===== config.mk =====
export PLATFORM = sky130hd
export DESIGN_NAME = srba_bank
export DESIGN_NICKNAME = d
export VERILOG_FILES = /design/src/design/srba_pkg.sv /design/src/design/srba_bank.sv
export SDC_FILE = /design/constraint.sdc
export NUM_CORES = 1
export LEC_CHECK = 0
export BUFFER_PORTS_ARGS = -buffer_cell sky130_fd_sc_hd__clkbuf_2
export CORE_UTILIZATION = 35
export DETAILED_ROUTE_END_ITERATION = 10
export GPL_TIMING_DRIVEN = 0
export SYNTH_ARGS = -nofsm -noshare
export SYNTH_HDL_FRONTEND = slang
export SYNTH_SLANG_ARGS = --single-unit

===== constraint.sdc =====
create_clock -name core_clk -period 7.1 [get_ports core_clk]
set_input_delay 0 -clock core_clk [delete_from_list [all_inputs] [get_ports core_clk]]
set_output_delay 0 -clock core_clk [all_outputs]
set_load 0.01 [all_outputs]

===== src/design/srba_pkg.sv =====
// Purpose: Constants for the serial register bank: frame layout, address map and bit masks.
// Assumes: Byte-wide registers, one per seven-bit address.
// Notes:   Table order is the register index used by the bank.
`default_nettype none
package srba_pkg;
  localparam int NUM_CTRL   = 19;
  localparam int NUM_STAT   = 11;
  localparam int FRAME_BITS = 16;
  localparam int ADDR_BITS  = 7;
  localparam int RW_BIT     = 7;
  localparam int DATA_LSB   = 8;
  localparam int CNT_BITS   = 5;
  localparam int MSCTRL_IDX = 0;
  localparam int HWCTRL_IDX = 1;
  localparam int LVL_IDX    = 8;
  localparam int MODE_LSB   = 6;
  localparam logic [1:0] MODE_SOFT_RESET = 2'h3;
  localparam logic [7:0] BYTE_ZERO = 8'h00;

  localparam logic [6:0] CTRL_ADDR [NUM_CTRL] = '{
    7'h01, 7'h02, 7'h03, 7'h04, 7'h05, 7'h06, 7'h07, 7'h08, 7'h09, 7'h0C,
    7'h0D, 7'h10, 7'h14, 7'h15, 7'h17, 7'h18, 7'h19, 7'h1C, 7'h1E};
  // Writable bits; every other position is reserved and reads as zero.
  localparam logic [7:0] CTRL_WMASK [NUM_CTRL] = '{
    8'hFF, 8'hFB, 8'hF7, 8'hFB, 8'h20, 8'hC4, 8'hA7, 8'h3F, 8'h3F, 8'h77,
    8'h77, 8'h70, 8'h77, 8'h77, 8'hFF, 8'hFF, 8'hFF, 8'h05, 8'hFF};
  // Bits that device logic may change on its own.
  localparam logic [7:0] CTRL_HMASK [NUM_CTRL] = '{
    8'hFC, 8'h20, 8'h00, 8'h00, 8'h00, 8'h00, 8'h00, 8'h00, 8'h00, 8'h00,
    8'h00, 8'h00, 8'h00, 8'h00, 8'h00, 8'h00, 8'h00, 8'h00, 8'h00};
  localparam logic [7:0] CTRL_POR [NUM_CTRL] = '{
    8'h00, 8'h00, 8'h00, 8'h00, 8'h00, 8'h00, 8'h00, 8'h00, 8'h00, 8'h00,
    8'h00, 8'h00, 8'h00, 8'h00, 8'h00, 8'h00, 8'h00, 8'h00, 8'h00};
  localparam logic [7:0] CTRL_RSTV [NUM_CTRL] = '{
    8'h00, 8'h00, 8'h00, 8'h00, 8'h00, 8'h00, 8'h00, 8'h00, 8'h00, 8'h00,
    8'h00, 8'h00, 8'h00, 8'h00, 8'h00, 8'h00, 8'h00, 8'h00, 8'h00};
  // Bits that keep their content on restart.
  localparam logic [7:0] CTRL_KEEP [NUM_CTRL] = '{
    8'h23, 8'hD9, 8'hFF, 8'hFF, 8'hFF, 8'hFF, 8'hFF, 8'hFF, 8'hFF, 8'hFF,
    8'hFF, 8'hFF, 8'hFF, 8'hFF, 8'hFF, 8'hFF, 8'hFF, 8'hFF, 8'hFF};

  localparam logic [6:0] STAT_ADDR [NUM_STAT] = '{
    7'h40, 7'h41, 7'h42, 7'h43, 7'h44, 7'h45, 7'h46, 7'h47, 7'h48, 7'h54, 7'h55};
  localparam logic [7:0] STAT_VMASK [NUM_STAT] = '{
    8'h5F, 8'hFF, 8'h07, 8'hCF, 8'h67, 8'h00, 8'h77, 8'h30, 8'hF7, 8'h0F, 8'h0F};
  localparam logic STAT_RC [NUM_STAT] = '{
    1'b1, 1'b1, 1'b1, 1'b1, 1'b1, 1'b1, 1'b1, 1'b1, 1'b0, 1'b1, 1'b1};
endpackage : srba_pkg
`default_nettype wire


===== src/design/srba_bank.sv =====
// Purpose: Serial-framed register bank with control, read/clear status and level registers.
// Assumes: Frames are 16 bits, least significant bit first, data sampled on rising clock.
// Notes:   The serial clock is oversampled; it must be below a sixth of core_clk.
//
// Contract
// - A frame is sixteen bits: address, access bit, then one data byte.
// - Access bit zero reads and leaves the register unchanged; the code clears returned read/clear status flags on any access.
// - Access bit one writes the whole data byte into the register; the code stores only the CTRL_WMASK bits of a control register.
// - Data bits zero to seven sit at frame bits eight to fifteen.
// - Reserved bits always read as zero.
// - Power-on or commanded soft reset loads every reset value.
// - Restart loads restart values; bits marked keep hold their content.
// - Read-only bits ignore writes and show device values.
// - Read/write bits store the written value and return it.
// - Hardware-modifiable bits take host writes and device updates.
// - Other control bits change only through host writes.
// - Each register has one address; one register per frame.
// - During a write the returned data is the content before the write.
`timescale 1ns/1ps
`default_nettype none
module srba_bank #(
  parameter int FRAME_LEN = srba_pkg::FRAME_BITS
) (
  input  wire logic                            core_clk,
  input  wire logic                            resetn,
  input  wire logic                            spi_clk,
  input  wire logic                            spi_sel_n,
  input  wire logic                            spi_mosi,
  output logic                                 spi_miso,
  output logic                                 spi_miso_oe,
  input  wire logic                            supervisor_restart_state,
  input  wire logic [srba_pkg::NUM_CTRL-1:0]   hw_write_en,
  input  wire logic [srba_pkg::NUM_CTRL*8-1:0] hw_write_data,
  input  wire logic [srba_pkg::NUM_STAT*8-1:0] status_set,
  input  wire logic [7:0]                      wake_level_in,
  output logic [srba_pkg::NUM_CTRL*8-1:0]      ctrl_out,
  output logic                                 commanded_soft_reset,
  output logic                                 frame_error
);
  localparam int NC = srba_pkg::NUM_CTRL;
  localparam int NS = srba_pkg::NUM_STAT;

  if (FRAME_LEN != srba_pkg::FRAME_BITS) begin : g_chk
    $error("Only sixteen-bit frames are supported.");
  end

  logic [2:0] clk_s1, clk_s2;
  logic [7:0] lvl_s1, lvl_s2;
  logic       clk_q;
  logic       sel_q;
  logic       rise, fall, sel_start, sel_end;
  logic [srba_pkg::CNT_BITS-1:0] cnt;
  logic [15:0] rx;
  logic [15:0] tx_sh;
  logic [7:0]  rd_lat;
  logic [7:0]  rc_seen;
  logic [7:0]  ctrl [NC];
  logic [7:0]  stat [NS];
  logic        restart_q;
  logic        restart_rise;
  logic        soft_pend;
  logic        commit;
  logic        is_write;
  logic [6:0]  addr;
  logic [7:0]  wdat;
  logic        c_hit, s_hit;
  logic [4:0]  c_idx;
  logic [3:0]  s_idx;
  logic [7:0]  rd_data;
  logic [7:0]  summary;

  // Pins cross into core_clk through two flip-flops; only the second stage is read.
  always_ff @(posedge core_clk or negedge resetn) begin
    if (!resetn) begin
      // Reset to the idle levels, select high and clock low, so no false edge follows reset.
      clk_s1 <= 3'h4;
      clk_s2 <= 3'h4;
      lvl_s1 <= 8'h00;
      lvl_s2 <= 8'h00;
    end else begin
      clk_s1 <= {spi_sel_n, spi_clk, spi_mosi};
      clk_s2 <= clk_s1;
      lvl_s1 <= wake_level_in;
      lvl_s2 <= lvl_s1;
    end
  end

  always_ff @(posedge core_clk or negedge resetn) begin
    if (!resetn) begin
      clk_q <= 1'b0;
      sel_q <= 1'b0;
    end else begin
      clk_q <= clk_s2[1];
      sel_q <= !clk_s2[2];
    end
  end

  assign rise      = clk_s2[1] && !clk_q && sel_q;
  assign fall      = !clk_s2[1] && clk_q && sel_q;
  assign sel_start = !clk_s2[2] && !sel_q;
  assign sel_end   = clk_s2[2] && sel_q;
  assign commit    = sel_end && (cnt == srba_pkg::CNT_BITS'(FRAME_LEN));
  // Mid-frame the first seven bits still sit at the top of the shift register.
  assign addr      = (cnt == srba_pkg::CNT_BITS'(FRAME_LEN)) ? rx[srba_pkg::ADDR_BITS-1:0] :
                     rx[FRAME_LEN-srba_pkg::ADDR_BITS +: srba_pkg::ADDR_BITS];
  assign is_write  = rx[srba_pkg::RW_BIT];
  assign wdat      = rx[srba_pkg::DATA_LSB +: 8];

  // Address decode: each register owns exactly one address.
  always_comb begin
    c_hit = 1'b0;
    s_hit = 1'b0;
    c_idx = 5'h00;
    s_idx = 4'h0;
    for (int i = 0; i < NC; i++) begin
      if (addr == srba_pkg::CTRL_ADDR[i]) begin
        c_hit = 1'b1;
        c_idx = 5'(i);
      end
    end
    for (int j = 0; j < NS; j++) begin
      if (addr == srba_pkg::STAT_ADDR[j]) begin
        s_hit = 1'b1;
        s_idx = 4'(j);
      end
    end
  end

  always_comb begin
    if (c_hit) begin
      rd_data = ctrl[c_idx] & srba_pkg::CTRL_WMASK[c_idx];
    end else if (s_hit) begin
      rd_data = stat[s_idx] & srba_pkg::STAT_VMASK[s_idx];
    end else begin
      rd_data = srba_pkg::BYTE_ZERO;
    end
  end

  // The first returned byte flags which of the first eight status registers hold events.
  always_comb begin
    summary = 8'h00;
    for (int j = 0; j < 8; j++) begin
      summary[j] = |stat[j];
    end
  end

  // Receive side: bits arrive least significant first on rising serial clock edges.
  always_ff @(posedge core_clk or negedge resetn) begin
    if (!resetn) begin
      cnt <= '0;
      rx  <= 16'h0000;
    end else if (sel_start) begin
      cnt <= '0;
    end else if (rise) begin
      rx <= {clk_s2[0], rx[15:1]};
      if (cnt != '1) begin
        cnt <= cnt + 1'b1;
      end
    end
  end

  // Transmit side. The data byte is captured once the address is in, before any write.
  always_ff @(posedge core_clk or negedge resetn) begin
    if (!resetn) begin
      tx_sh       <= 16'h0000;
      spi_miso    <= 1'b0;
      spi_miso_oe <= 1'b0;
      rd_lat      <= 8'h00;
      rc_seen     <= 8'h00;
    end else begin
      spi_miso_oe <= !clk_s2[2];
      if (sel_start) begin
        spi_miso <= summary[0];
        tx_sh    <= {9'h000, summary[7:1]};
        rc_seen  <= 8'h00;
      end else if (rise && cnt == srba_pkg::CNT_BITS'(srba_pkg::DATA_LSB - 1)) begin
        tx_sh  <= {8'h00, rd_data};
        rd_lat <= rd_data;
        if (s_hit && srba_pkg::STAT_RC[s_idx]) begin
          rc_seen <= rd_data;
        end else begin
          rc_seen <= 8'h00;
        end
      end else if (fall) begin
        spi_miso <= tx_sh[0];
        tx_sh    <= {1'b0, tx_sh[15:1]};
      end
    end
  end

  always_ff @(posedge core_clk or negedge resetn) begin
    if (!resetn) begin
      frame_error <= 1'b0;
    end else begin
      frame_error <= sel_end && !commit;
    end
  end

  always_ff @(posedge core_clk or negedge resetn) begin
    if (!resetn) begin
      restart_q            <= 1'b0;
      soft_pend            <= 1'b0;
      commanded_soft_reset <= 1'b0;
    end else begin
      restart_q            <= supervisor_restart_state;
      soft_pend            <= commit && is_write && c_hit &&
                              c_idx == 5'(srba_pkg::MSCTRL_IDX) &&
                              wdat[srba_pkg::MODE_LSB +: 2] == srba_pkg::MODE_SOFT_RESET;
      commanded_soft_reset <= soft_pend;
    end
  end
  assign restart_rise = supervisor_restart_state && !restart_q;

  // Control registers. Reset and restart take priority; a host write beats a device update.
  always_ff @(posedge core_clk or negedge resetn) begin
    if (!resetn) begin
      for (int i = 0; i < NC; i++) begin
        ctrl[i] <= srba_pkg::CTRL_POR[i];
      end
    end else begin
      for (int i = 0; i < NC; i++) begin
        if (soft_pend) begin
          ctrl[i] <= srba_pkg::CTRL_POR[i];
        end else if (restart_rise) begin
          ctrl[i] <= (ctrl[i] & srba_pkg::CTRL_KEEP[i]) |
                     (srba_pkg::CTRL_RSTV[i] & ~srba_pkg::CTRL_KEEP[i]);
        end else if (commit && is_write && c_hit && c_idx == 5'(i)) begin
          ctrl[i] <= wdat & srba_pkg::CTRL_WMASK[i];
        end else if (hw_write_en[i]) begin
          ctrl[i] <= (ctrl[i] & ~srba_pkg::CTRL_HMASK[i]) |
                     (hw_write_data[i*8 +: 8] & srba_pkg::CTRL_HMASK[i]);
        end
      end
    end
  end

  for (genvar g = 0; g < NC; g++) begin : g_out
    assign ctrl_out[g*8 +: 8] = ctrl[g];
  end

  // Status flags. A new event in the clearing cycle survives because the set is ORed last.
  always_ff @(posedge core_clk or negedge resetn) begin
    if (!resetn) begin
      for (int j = 0; j < NS; j++) begin
        stat[j] <= 8'h00;
      end
    end else begin
      for (int j = 0; j < NS; j++) begin
        if (!srba_pkg::STAT_RC[j]) begin
          stat[j] <= lvl_s2 & srba_pkg::STAT_VMASK[j];
        end else if (soft_pend) begin
          stat[j] <= status_set[j*8 +: 8] & srba_pkg::STAT_VMASK[j];
        end else if (commit && s_hit && s_idx == 4'(j)) begin
          stat[j] <= (stat[j] & ~rc_seen) |
                     (status_set[j*8 +: 8] & srba_pkg::STAT_VMASK[j]);
        end else begin
          stat[j] <= stat[j] | (status_set[j*8 +: 8] & srba_pkg::STAT_VMASK[j]);
        end
      end
    end
  end

  logic quiet;
  assign quiet = !restart_rise && !soft_pend && hw_write_en == '0;
endmodule : srba_bank
`default_nettype wire


# After elaboration in Yosys (flattened, before gate mapping)
# Memory sizes are Yosys's and may differ from the RTL's.
# Index checks and enable logic that the tools add are counted.
[op_classes]
add_sub_neg = 1
n_lt_le_gt_ge = 2
eq_ne = 63
mux = 164
bitwise_logic = 36
reduce_logical = 109
[ops]
columns = ["cell", "count"]
rows = [
  ["$mux 8", 92],
  ["$mux 5", 20],
  ["$and 8x8->8", 12],
  ["$eq 7x7->1 const B", 11],
  ["$reduce_or 8->1", 8],
  ["$eq 7x5->1 const B", 8],
  ["$mux 16", 3],
  ["$or 8x7->8", 6],
  ["$logic_and 1x1->1", 44],
  ["$reduce_and 2->1", 22],
  ["$reduce_bool 2->1", 22],
  ["$bmux 8 s5", 1],
  ["$eq 5x4->1 const B", 8],
  ["$mux 1", 37],
  ["$mux 4", 9],
  ["$bmux 8 s4", 1],
  ["$or 8x4->8", 4],
  ["$or 8x8->8", 4],
  ["$eq 7x3->1 const B", 4],
  ["$eq 7x4->1 const B", 4],
  ["$eq 5x3->1 const B", 5],
  ["$or 8x6->8", 3],
  ["$eq 5x5->1 const B", 4],
  ["$eq 4x3->1 const B", 4],
  ["other kinds (26)", 39],
]
[word_totals]
regBits = 313
mem_bits_ro = 400
in_bits = 273
out_inout_bits = 156
wordCells = 425
mem_count = 3
[mem_list]
columns = ["name", "depth", "width", "read_ports", "rd_ports_with_merged_regs", "write_ports", "line_no", "source"]
rows = [
  ["(name not given)", 32, 8, 1, 0, 0, "srba_bank.sv:131", "rd_data = ctrl[c_idx] & srba_pkg::CTRL_WMASK[c_idx];"],
  ["(name not given)", 16, 8, 1, 0, 0, "srba_bank.sv:133", "rd_data = stat[s_idx] & srba_pkg::STAT_VMASK[s_idx];"],
  ["(name not given)", 16, 1, 1, 0, 0, "srba_bank.sv:179", "if (s_hit && srba_pkg::STAT_RC[s_idx]) begin"],
]

# Logic depth before layout (Yosys ltp)
# Gate-level depths: netlist (run 1).
[logic_depth]
word_depth = 30
ltp_mapped = 18
ltp_nobuf = 14

# Least setup slack after synthesis (run 1)
# OpenSTA, ideal clock, no wires.
[synth_timing]
path_kind = "reg-to-reg"
from = "register cnt[0] (netlist name)"
to = "register rc_seen[7]"
setup_ps = 81
arrival_time_ps = 3286
required_time_ps = 7019
slack_ps = 3733
stages_incl_launch_ff = 14
n_path_buf = 2
synth_period_minus_slack_ps = 3367
cell_sequence = "dfrtp_1 > inv_1 > ha_1 > and4bb_2 > mux2_2 > a211oi_2 > o32ai_4 > buf_2 > buf_1 > ha_1 > or3_1 > a2111oi_0 > a41oi_1 > o21ai_1"
[synth_via]
elab_chain_cells = 30
word_cells_on_any_way = 118
[synth_lines]
columns = ["element", "line_no", "source"]
rows = [
  ["from (decl)", "srba_bank.sv:52", "logic [srba_pkg::CNT_BITS-1:0] cnt;"],
  ["from (signal assigned)", "srba_bank.sv:157", "cnt <= cnt + 1'b1;"],
  ["$eq 5x5->1", "srba_bank.sv:104", "assign addr = (cnt == srba_pkg::CNT_BITS'(FRAME_LEN)) ? rx[srba_pkg::ADDR_BITS-1:0] :"],
  ["$mux 7", "srba_bank.sv:104", ""],
  ["$eq 7x2->1", "srba_bank.sv:116", "if (addr == srba_pkg::CTRL_ADDR[i]) begin"],
  ["$mux 1", "srba_bank.sv:116", ""],
  ["$mux 5 (17 in series)", "srba_bank.sv:116", ""],
  ["$not 5->6 (not written as such)", "srba_bank.sv:131", ""],
  ["$mem_v2 32x8 or $bmux 8 s5 (tied branches)", "--", ""],
  ["$mux 8 (not written as such) (2 in series)", "srba_bank.sv:131", ""],
  ["$and 8x8->8", "srba_bank.sv:131", ""],
  ["$mux 8", "srba_bank.sv:130", "if (c_hit) begin"],
  ["$mux 8", "srba_bank.sv:179", ""],
  ["$mux 8", "srba_bank.sv:176", "end else if (rise && cnt == srba_pkg::CNT_BITS'(srba_pkg::DATA_LSB - 1)) begin"],
  ["$mux 8", "srba_bank.sv:172", "if (sel_start) begin"],
  ["to (signal assigned)", "srba_bank.sv:180", "rc_seen <= rd_data;"],
  ["to (decl)", "srba_bank.sv:56", "logic [7:0] rc_seen;"],
]
# Parallel ways exist; a longest one is shown, timed or not. The select of a mux whose other input is x is not followed.
# A chain may end at the register's enable or synchronous reset.

# Worst setup path in the final report (run 1)
[layout_timing]
from = "register cnt[0] (netlist name)"
to = "register ctrl (netlist bit ctrl_out[72])"
[layout_via]
elab_chain_cells = 26
word_cells_on_any_way = 65
[layout_lines]
columns = ["element", "line_no", "source"]
rows = [
  ["$eq 5x5->1 (*)", "srba_bank.sv:102, srba_bank.sv:104", ""],
  ["parallel branches: the longest is 22 deep, another holds $mux 7", "--", ""],
  ["$logic_and 1x1->1 (*)", "srba_bank.sv:227", "end else if (commit && is_write && c_hit && c_idx == 5'(i)) begin"],
  ["$reduce_bool 2->1 (no line) (*)", "--", ""],
  ["$reduce_and 2->1 (no line) (*)", "--", ""],
  ["to (signal, indexed assignment)", "srba_bank.sv:225", "ctrl[i] <= (ctrl[i] & srba_pkg::CTRL_KEEP[i]) |"],
  ["to (signal, indexed assignment)", "srba_bank.sv:228", "ctrl[i] <= wdat & srba_pkg::CTRL_WMASK[i];"],
  ["to (signal, indexed assignment)", "srba_bank.sv:230", "ctrl[i] <= (ctrl[i] & ~srba_pkg::CTRL_HMASK[i]) |"],
  ["to (decl)", "srba_bank.sv:57", "logic [7:0] ctrl [NC];"],
]
# Every way passes the cells marked *.

==> results of run 1 <==
## cell usage after synthesis (26+ instances only)
| cell | instances | share of area, % |
|---|---|---|
| a31o_2 | 45 | 2.9 |
| mux2_2 | 26 | 2.1 |
| buf_4 | 46 | 2.5 |
| clkbuf_1 | 70 | 1.9 |
| nand3_1 | 93 | 3.4 |
| nand2_1 | 202 | 5.5 |
| a21oi_1 | 144 | 5.2 |
| o21ai_0 | 41 | 1.5 |
| dfrtp_1 | 258 | 47 |
| nor2_1 | 111 | 3.0 |
| mux2i_1 | 76 | 5.5 |
## cell families after synthesis
logic type | share of synthesized area (%)
adders and majority gates | 0.727
muxes | 9.51
DFF | 47.3
other | 0.0272
and+or+nand+nor | 17.8
AOI/OAI and AO/OA | 17.9
buffers and inverters | 6.15
xor gates and xnor gates | 0.700
## layer usage
| layer | share of wire [%] | wire length (um) | vias to the layer above |
|---|---|---|---|
| met5 | 0 | 0 | - |
| met4 | 3.7 | 2040 | 0 |
| met3 | 8.8 | 4860 | 121 |
| met2 | 45 | 25000 | 730 |
| met1 | 42 | 23300 | 6531 |
| li1 | - | - | 5787 |
## worst min-delay path by stage
| stage | startpoint | end | slack (ps) | cells past startpoint |
|---|---|---|---|---|
| after global placement | spi_sel_n | clk_s1[2] | 110 | 1 |
| after detailed placement | resetn | clk_s1[0] | 50 | 1 |
| after CTS | resetn | clk_s1[0] | 7 | 2 |
| after floorplan | resetn | clk_q | -300 | 0 |
| final | resetn | clk_s1[0] | -10 | 2 |
| after global routing | hw_write_en[0] | ctrl_out[3] | 20 | 3 |
## power groups by stage
| stage | logic (mW) | registers, mW | clock network, mW |
|---|---|---|---|
| 3_3_place_gp | 1.39 | 1.58 | 0 |
| 5_1_grt | 1.54 | 1.55 | 1.75 |
| 2_1_floorplan | 0.865 | 1.57 | 0 |
| 6_report | 1.47 | 1.55 | 1.66 |
| 4_1_cts | 1.43 | 1.55 | 1.68 |
| 3_5_place_dp | 1.39 | 1.58 | 0 |
## layout make-up
cell class              instances  area [sq um]
clock inverters                20           239
flip-flops and latches        260          6510
plain buffers                 148           792
well taps                     518           648
repair buffers                249          1640
fillers                      3782         21500
inverters                      14          55.1
multi-input cells            1059          6570
clock buffers                  36           823
## repair_timing
item / 4_1_cts / 5_1_grt
setup endpoints to repair: 0 / 0
hold endpoints to repair: 130 / 0
hold buffers: 67 / 0
## flip-flops by register name, summed over array words and instances (netlist names)
name / flops
spi_miso: 1
tx_sh: 8
lvl_s2: 7
spi_miso_oe: 1
clk_s2: 3
soft_pend: 1
rx: 16
stat: 85
frame_error: 1
clk_s1: 3
ctrl_out: 111
restart_q: 1
rc_seen: 8
commanded_soft_reset: 1
clk_q: 1
lvl_s1: 7
cnt: 5
## cells in the final DEF (no fill, tap or decap), types with 10 or more instances in the layout
cell type and instances:
dfrtp_1 258, nand2_1 202, clkbuf_2 178, a21oi_1 144, nor2_1 111, nand3_1 93, mux2i_1 76, clkbuf_1 71
dlygate4sd3_1 67, buf_4 47, a31o_2 45, o21ai_0 41, conb_1 41, clkbuf_16 30, mux2_2 26, buf_2 21
nor4_1 20, a211oi_1 14, o211ai_1 14, a31oi_1 12, inv_1 11, and3_1 10
## metrics by stage
stage / worst slack [ps] / total power, mW / instance area (sq um) / hold WS [ps]
final: 2480 / 4.68 / 17300 / -9.99
after global routing: 2330 / 4.84 / 17300 / 17.6
after CTS: 2510 / 4.66 / 17300 / 6.94
after detailed placement: 2550 / 2.97 / 15500 / 53.1
after global placement: 470 / 2.97 / 15500 / 108
after floorplan: 3730 / 2.43 / 13900 / -296
==> metrics, run 1 <==
status=complete, but fails checks; violated checks=negative hold slack; DRT antenna net count=0; CTS buffer count=30; Worst Setup Start Kind=flop; total core area=38700 sq um; met2 GRT Util=42.5%; met3 Use GR=5.06%; worst skew pair latency=590 ps; Ports=429; Fin. Hold Viols=3; utilization after layout=44.6%; Initial Utilization=35.5%; count of cell types in the netlist=93; CTS tree=yes; setup tns final=0 ps; Worst Setup End Kind=flop; RSZ-0062 raised after global routing=no; crit-path max cell delay=520 ps; reg-to-reg startpoint=cnt[0]; Post-synth EDFFs=0; share of post-route cells with drive strength above 1=24.0%; largest net degree at the start of global routing=97; first-pass GRT wire length=83700 um; actual slew at the worst max-slew pin=943 ps; Worst Skew=10.1 ps; met1 GRT Util=37.3%; buffers and inverters on the worst path=6; sw power=1.75 mW; Total Wirelength=55200 um; CP max FO=12; Synth warnings=0; Slowest-stage cell, CP=buf_1; DR WL/cell=24.0 um; Core Rows=72; Worst EP arrival=5060 ps; Sw Ratio=37.3%; DIE WIDTH=200 um; Sequential Power Share=33.1%; P per Cell Area=271 nW/um^2; period utilisation layout=65.1%; Critical Path RT=7540 ps; Post-CTS Setup Inserts=0; GRT busiest layer=met2; antenna violations before repair=0; Chip Height=200 um; total number of vias=13.2k; final setup vio count=0; post-synthesis async set-or-reset flop share=100%; worst min path class=primary input to async pin; Fmax=216 MHz; Post-CTS Resized=0; Synth Instances=1441; Worst-path clk slew=60 ps; total gr overflow=0; Setup CP Type=flop to flop; RR Endpoint=ctrl_out[72]; vias per cell=5.72; Max clock buf depth=3; # DRC=0; final std cells w/o fill=2304; Clk Tree Root Cell=clkbuf_16; max_slew headroom=36.3%; antenna cell count=0; r2r setup slk=2480 ps; die area=40100 sq um; Max Slew Vio Count=0; MaxCap Viol Count=0; total internal power=2.94 mW; depth of the most critical reg-to-reg path=16; P&R area growth vs syn=25.5%; # port buffers=179; Top Family by Delay on Critical Path=buffers and inverters; Final GP Congestion=0.940; flops & latches, synth=260; Syn Area/Cell=9.55 sq um; leakage power=7.78 nW; Tot GR Track Use=27.1%; Comb pwr share=31.4%; Crit. Startpoint=cnt[0]; clock power share=35.5%; H-tree levels=1; 1st-iter DRT viols=1274; dpl hpwl=39800 um; register area share after synthesis=47.3%; DRT Pass-1 Iters=5; worst-path cell chain=inv_1, ha_1, nand4bb_4, buf_6, nor3_4, a22oi_2, o32ai_4, buf_2, buf_1, ha_1, and2_1, clkbuf_1, buf_2, nand2_1, nand2_1, a21oi_1; Stages on worst setup path=16; min cycle time layout=4620 ps; Placed Cells incl. Taps=2181; Hold Slack=-9.99 ps; fin nets=2043; Top FF cell, synth=dfrtp_1; CP endpoint=ctrl_out[72]; clock sink count=260; Syn Std Cell Area=13800 sq um; vias in the first global route=12.9k; worst vdd ir=0.000179 V
No activity file was read; power rests on OpenSTA's default activity.
==> run 2, diff against run 1 <==
Settings changed: ABC_AREA from default to 1.
Clock period 7.1 ns to 4.16 ns, I/O delays scaled along.
==> run 2 against run 1 <==
Against the previous run:
- critical path depth grew 7
- hold slack improved by 77 ps
- sequential share of layout area increased by 1.0 points
- cell count increased by 8.7%
- cell area fell by 2.2%
- non-clock buffer count is 41 lower
- worst setup slack lost 2200 ps
- fmax rose by 18%
- first-iteration DRC count shrank 24%
- the flow now finishes without violations
- routed wire length fell by 14%
==> metrics, run 2 <==
status=finished clean; Syn Std Cell Area=13500 sq um; Sequential Power Share=36.7%; DRT antenna net count=0; ranking of synthesized cells by area=dfrtp_1 (48%), nand2_1 (12%), inv_1 (5.0%); Fin. Hold Viols=0; total core area=37800 sq um; most common cell after layout, fill and taps aside=nand2_1; 1st-iter DRT viols=967; P per Cell Area=428 nW/um^2; Synth area leader=dfrtp_1; Tot GR Track Use=24.2%; worst vdd ir=0.000405 V; total number of vias=12.8k; actual slew at the worst max-slew pin=1090 ps; antenna violations before repair=0; Worst Skew=10.9 ps; Sw Ratio=35.2%; final setup vio count=0; worst skew pair latency=580 ps; CP max FO=12; # DRC=0; first-pass GRT wire length=72300 um; Ports=429; CTS tree=yes; Post-synth EDFFs=0; Syn Area/Cell=8.17 sq um; Core Rows=71; DR WL/cell=19.0 um; Final WS setup=247 ps; setup tns final=0 ps; top cells by count, synth=nand2_1 (439), dfrtp_1 (259), inv_1 (180); H-tree levels=1; largest net degree at the start of global routing=104; Clk Tree Root Cell=clkbuf_16; clock power share=35.9%; Synth Instances=1653; worst min path class=primary input to flop; total gr overflow=0; clock sink count=261; Register Area=6530 sq um; max_slew headroom=26.8%; Synth warnings=0; die area=39400 sq um; depth of the most critical reg-to-reg path=23; share of post-route cells with drive strength above 1=21.6%; Critical Path RT=4590 ps; vias per cell=5.09; pre-CTS setup slack=334 ps; Initial Utilization=35.7%; RSZ-0062 raised after global routing=no; Worst-path clk slew=60 ps; multi-input gate area in the final layout=5710 sq um; sw power=2.54 mW; leakage power=8.22 nW; min cycle time layout=3910 ps; Setup CP Type=flop to flop; P&R area growth vs syn=25.0%; # port buffers=180; fin nets=2254; Fmax=256 MHz; antenna cell count=0; Min-Delay Path Depth=2; Yosys top cell area share=48.0%; Final GP Congestion=0.944; Fillers=3866; Total Wirelength=47700 um; dpl hpwl=35700 um; Chip Height=198 um; Worst Setup End Kind=flop; vias in the first global route=12.3k; number of flip-flops under the largest register name=111; commonest cells after routing, fill and taps aside=nand2_1 (439), dfrtp_1 (259), inv_1 (180); Max clock buf depth=3; Comb pwr share=27.4%; Max Slew Vio Count=0; DRT Pass-1 Iters=5; DIE WIDTH=198 um; count of cell types in the netlist=57; Worst EP arrival=4340 ps; period utilisation layout=94.1%; post-synthesis async set-or-reset flop share=100%; CTS buffer count=30; total internal power=4.68 mW; Overall Power=7.22 mW; cell with the most instances after synthesis=nand2_1; Top FF cell, synth=dfrtp_1; MaxCap Viol Count=0; Worst Setup Start Kind=flop; register area share after synthesis=48.4%; flops & latches, synth=261
-- run 2: stage by stage --
| step | hold WS (ps) | cells | utilization, % | area (sq um) |
|---|---|---|---|---|
| final | 67.3 | 2505 | 44.6 | 16900 |
| after global routing | 49.7 | 2505 | 44.6 | 16900 |
| after CTS | 42.1 | 2504 | 44.6 | 16900 |
| after detailed placement | 94.6 | 2386 | 40.3 | 15300 |
| after global placement | 91.2 | 2384 | 40.2 | 15200 |
| after floorplan | -296 | 1693 | - | 13700 |
-- run 2: cells by family (layout without fill, tap and decap cells) --
family,count (synthesis),after routing,synth area share (%)
compound gates,345,345,15.9
fa+ha+maj,8,8,0.741
buf+inv,306,607,10.5
flops,261,261,48.4
other cells,1,41,0.0278
simple gates,732,732,24.4
-- run 2: critical path, cell delays in order (launching register included) --
cell and delay, ps:
dfrtp_1 370, inv_1 70, ha_1 210, nand2_1 70, inv_2 50, buf_4 170
nand3_1 70, nand2_1 160, nor2_2 210, nand2_2 120, nand2_1 110, nor2_1 50
nand2_1 80, nand3_1 110, nor2_4 230, buf_2 360, ha_1 260, inv_1 110
nor2_2 130, inv_2 60, o31ai_1 450, inv_1 170, nand2_1 90, o21ai_1 60
-- run 2: area by class of cell --
cell class              instances  area share (%)
plain buffers                 108            3.96
clock buffers                  46            5.21
clock inverters                 7           0.467
inverters                     198            4.47
multi-input cells            1126            33.8
flip-flops and latches        261            38.7
well taps                     511            3.79
repair buffers                248            9.61
-- run 2: repair_timing --
item | CTS | global route
endpoints found under the setup margin | 0 | 8
hold buffers | 65 | 0
gates resized for setup | 0 | 3
hold endpoints to repair | 163 | 0
buffers inserted | 0 | 1
-- run 2: final timing paths --
| kind | startpoint | end | slack, ps |
|---|---|---|---|
| max | cnt[0] | ctrl_out[138] | 250 |
| min | spi_sel_n | clk_s1[2] | 70 |
| max reg2reg | cnt[0] | ctrl_out[138] | 250 |
| min reg2reg | lvl_s1[7] | lvl_s2[7] | 350 |
| max in group asynchronous | resetn | soft_pend | 3090 |
| min in group asynchronous | resetn | stat[33] | 100 |
-- run 2: power by group through the flow --
| stage | registers, mW | clock network [mW] | logic (mW) |
|---|---|---|---|
| floorplan | 2.68 | 0 | 1.21 |
| global placement | 2.69 | 0 | 1.86 |
| detailed placement | 2.69 | 0 | 1.87 |
| CTS | 2.65 | 2.64 | 1.93 |
| global route | 2.65 | 2.74 | 2.16 |
| finish | 2.65 | 2.60 | 1.98 |
-- run 2: metal layers --
layer | GRT usage [%] | wire, um | vias to the layer above
met5 | 0 | 0 | -
met4 | 7.86 | 1310 | 0
met3 | 4.34 | 3860 | 81
met2 | 36.5 | 21000 | 517
met1 | 34.9 | 21500 | 6160
li1 | - | - | 5998
==> run 3, diff against run 2 <==
Settings changed: CELL_PAD_IN_SITES_DETAIL_PLACEMENT from default to 0, CELL_PAD_IN_SITES_GLOBAL_PLACEMENT from default to 1, CORE_UTILIZATION 35 to 34, PLACE_DENSITY_LB_ADDON from default to 0.1.
==> run 3 against run 2 <==
Against the previous run:
- the run now ends with negative hold slack left
- critical path depth is the same
- core utilization shrank 0.87 points
- non-clock buffer count shrank 1
- global-route usage grew 0.27 points
- cell area grew 0.83%
- power grew 4.9%
- combinational power is essentially flat
- sequential power is essentially flat
- routed wire length grew 4.3%
- cell count grew 0.44%
- largest power group is now clock
- critical path type unchanged
==> metrics, run 3 (synthesis gave the netlist of run 2 again) <==
CTS buffer count=31; DIE WIDTH=201 um; DRT antenna net count=0; Final WS setup=172 ps; number of flip-flops under the largest register name=111; total number of vias=12.6k; DR WL/cell=19.8 um; met2 WL=20900 um; Worst Setup Start Kind=flop; antenna cell count=0; Setup CP Type=flop to flop; actual slew at the worst max-slew pin=1140 ps; violated checks=negative hold slack; Final GP Congestion=0.931; worst-path cell chain=inv_1, ha_1, nand2_1, inv_2, nand2_4, buf_6, nand2_2, nand2_4, nand2_2, nor2_2, nand2_1, nand2_1, inv_1, nand2_1, buf_2, o22ai_1, o21ai_0, nand4_1, nand2_1, nand2_1, nand2_1, nand2_1, nand2_1; worst vdd ir=0.000337 V; vias per cell=5.01; leakage power=8.29 nW; Max clock buf depth=3; dpl hpwl=37700 um; period utilisation layout=95.9%; CTS tree=yes; fin nets=2254; Worst Skew=13.9 ps; Fmax=251 MHz; commonest cells after routing, fill and taps aside=nand2_1 (439), dfrtp_1 (259), inv_1 (180); RSZ-0062 raised after global routing=yes; total core area=38900 sq um; MaxCap Viol Count=0; M1 WL=25100 um; Hold Slack=-19.3 ps; Post-CTS Setup Inserts=0; Tot GR Track Use=24.5%; Core Rows=72; most common cell after layout, fill and taps aside=nand2_1; first-pass GRT wire length=75700 um; Total Wirelength=49700 um; Ports=429; P per Cell Area=445 nW/um^2; Slowest-stage cell, CP=o21ai_0; largest net degree at the start of global routing=104; met3 WL=2910 um; Critical Path RT=4680 ps; Max Slew Vio Count=0; Fin. Hold Viols=6; final setup vio count=0; DRT Pass-1 Iters=6; H-tree levels=1; Max Used Layer=met4; 1st-iter DRT viols=1055; crit-path max cell delay=450 ps; Worst EP arrival=4510 ps; Worst-path clk slew=60 ps; status=complete, but fails checks; CP max FO=10; die area=40500 sq um; worst min path class=primary input to async pin; setup tns final=0 ps; Worst Setup End Kind=flop; vias in the first global route=12.1k; Initial Utilization=34.7%; min cycle time layout=3990 ps; share of post-route cells with drive strength above 1=22.1%; total gr overflow=0; P&R area growth vs syn=26.1%; # port buffers=180; Chip Height=201 um; clock sink count=261; antenna violations before repair=0; max_slew headroom=23.6%; Clk Tree Root Cell=clkbuf_16; # DRC=0; Worst path most repeated cell=nand2_1; worst skew pair latency=590 ps; pre-CTS setup slack=283 ps
[run 3: per-stage QoR]
step	std cells	cell area (sq um)	utilization (%)	total power, mW
after floorplan	1693	13700	-	3.89
after global placement	2391	15200	39.1	4.61
after detailed placement	2393	15300	39.2	4.60
after CTS	2516	17000	43.8	7.60
after global routing	2516	17000	43.8	7.93
final	2516	17000	43.8	7.58
[run 3: worst paths after layout]
| check | cells after the start | to | slack (ps) | startpoint |
|---|---|---|---|---|
| hold reg to reg | 0 | stat[21] | 350 | lvl_s2[5] |
| hold / removal | 2 | ctrl_out[117] | -20 | resetn |
| setup / recovery | 23 | tx_sh[0] | 170 | cnt[0] |
| min in group core_clk | 2 | lvl_s1[6] | 60 | wake_level_in[6] |
| max in group asynchronous | 3 | cnt[1] | 3170 | resetn |
| setup reg to reg | 23 | tx_sh[0] | 170 | cnt[0] |
[run 3: metal layers]
metal | GRT usage (%) | vias up
li1 | - | 6019
met5 | 0 | -
met4 | 5.22 | 0
met1 | 38.0 | 6128
met3 | 3.92 | 57
met2 | 35.3 | 390
[run 3: worst max-delay path, delay by kind of cell, from the launching register on]
family | cells | cell delay (ps)
buffers and inverters | 5 | 750
AOI/OAI and AO/OA | 2 | 550
DFF | 1 | 380
and+or+nand+nor | 15 | 2050
adders and majority gates | 1 | 190
[run 3: what timing repair did]
| action | in CTS | in global routing |
|---|---|---|
| gates resized for setup | 0 | 0 |
| hold endpoints to repair | 146 | 0 |
| setup endpoints to repair | 0 | 5 |
| hold buffers | 65 | 0 |
[run 3: report_power, final]
group / internal, mW / switching, mW
registers: 2.60 / 0.0463
logic: 0.556 / 1.43
clock network: 1.79 / 1.15
[run 3: layout make-up]
class	count	area (sq um)
inverter	198	756
clock inverter	15	188
clock buffer	43	921
buffer	108	664
timing repair buffer	247	1620
sequential	261	6530
multi-input combinational	1126	5710
fill	4066	21900
tap	518	648
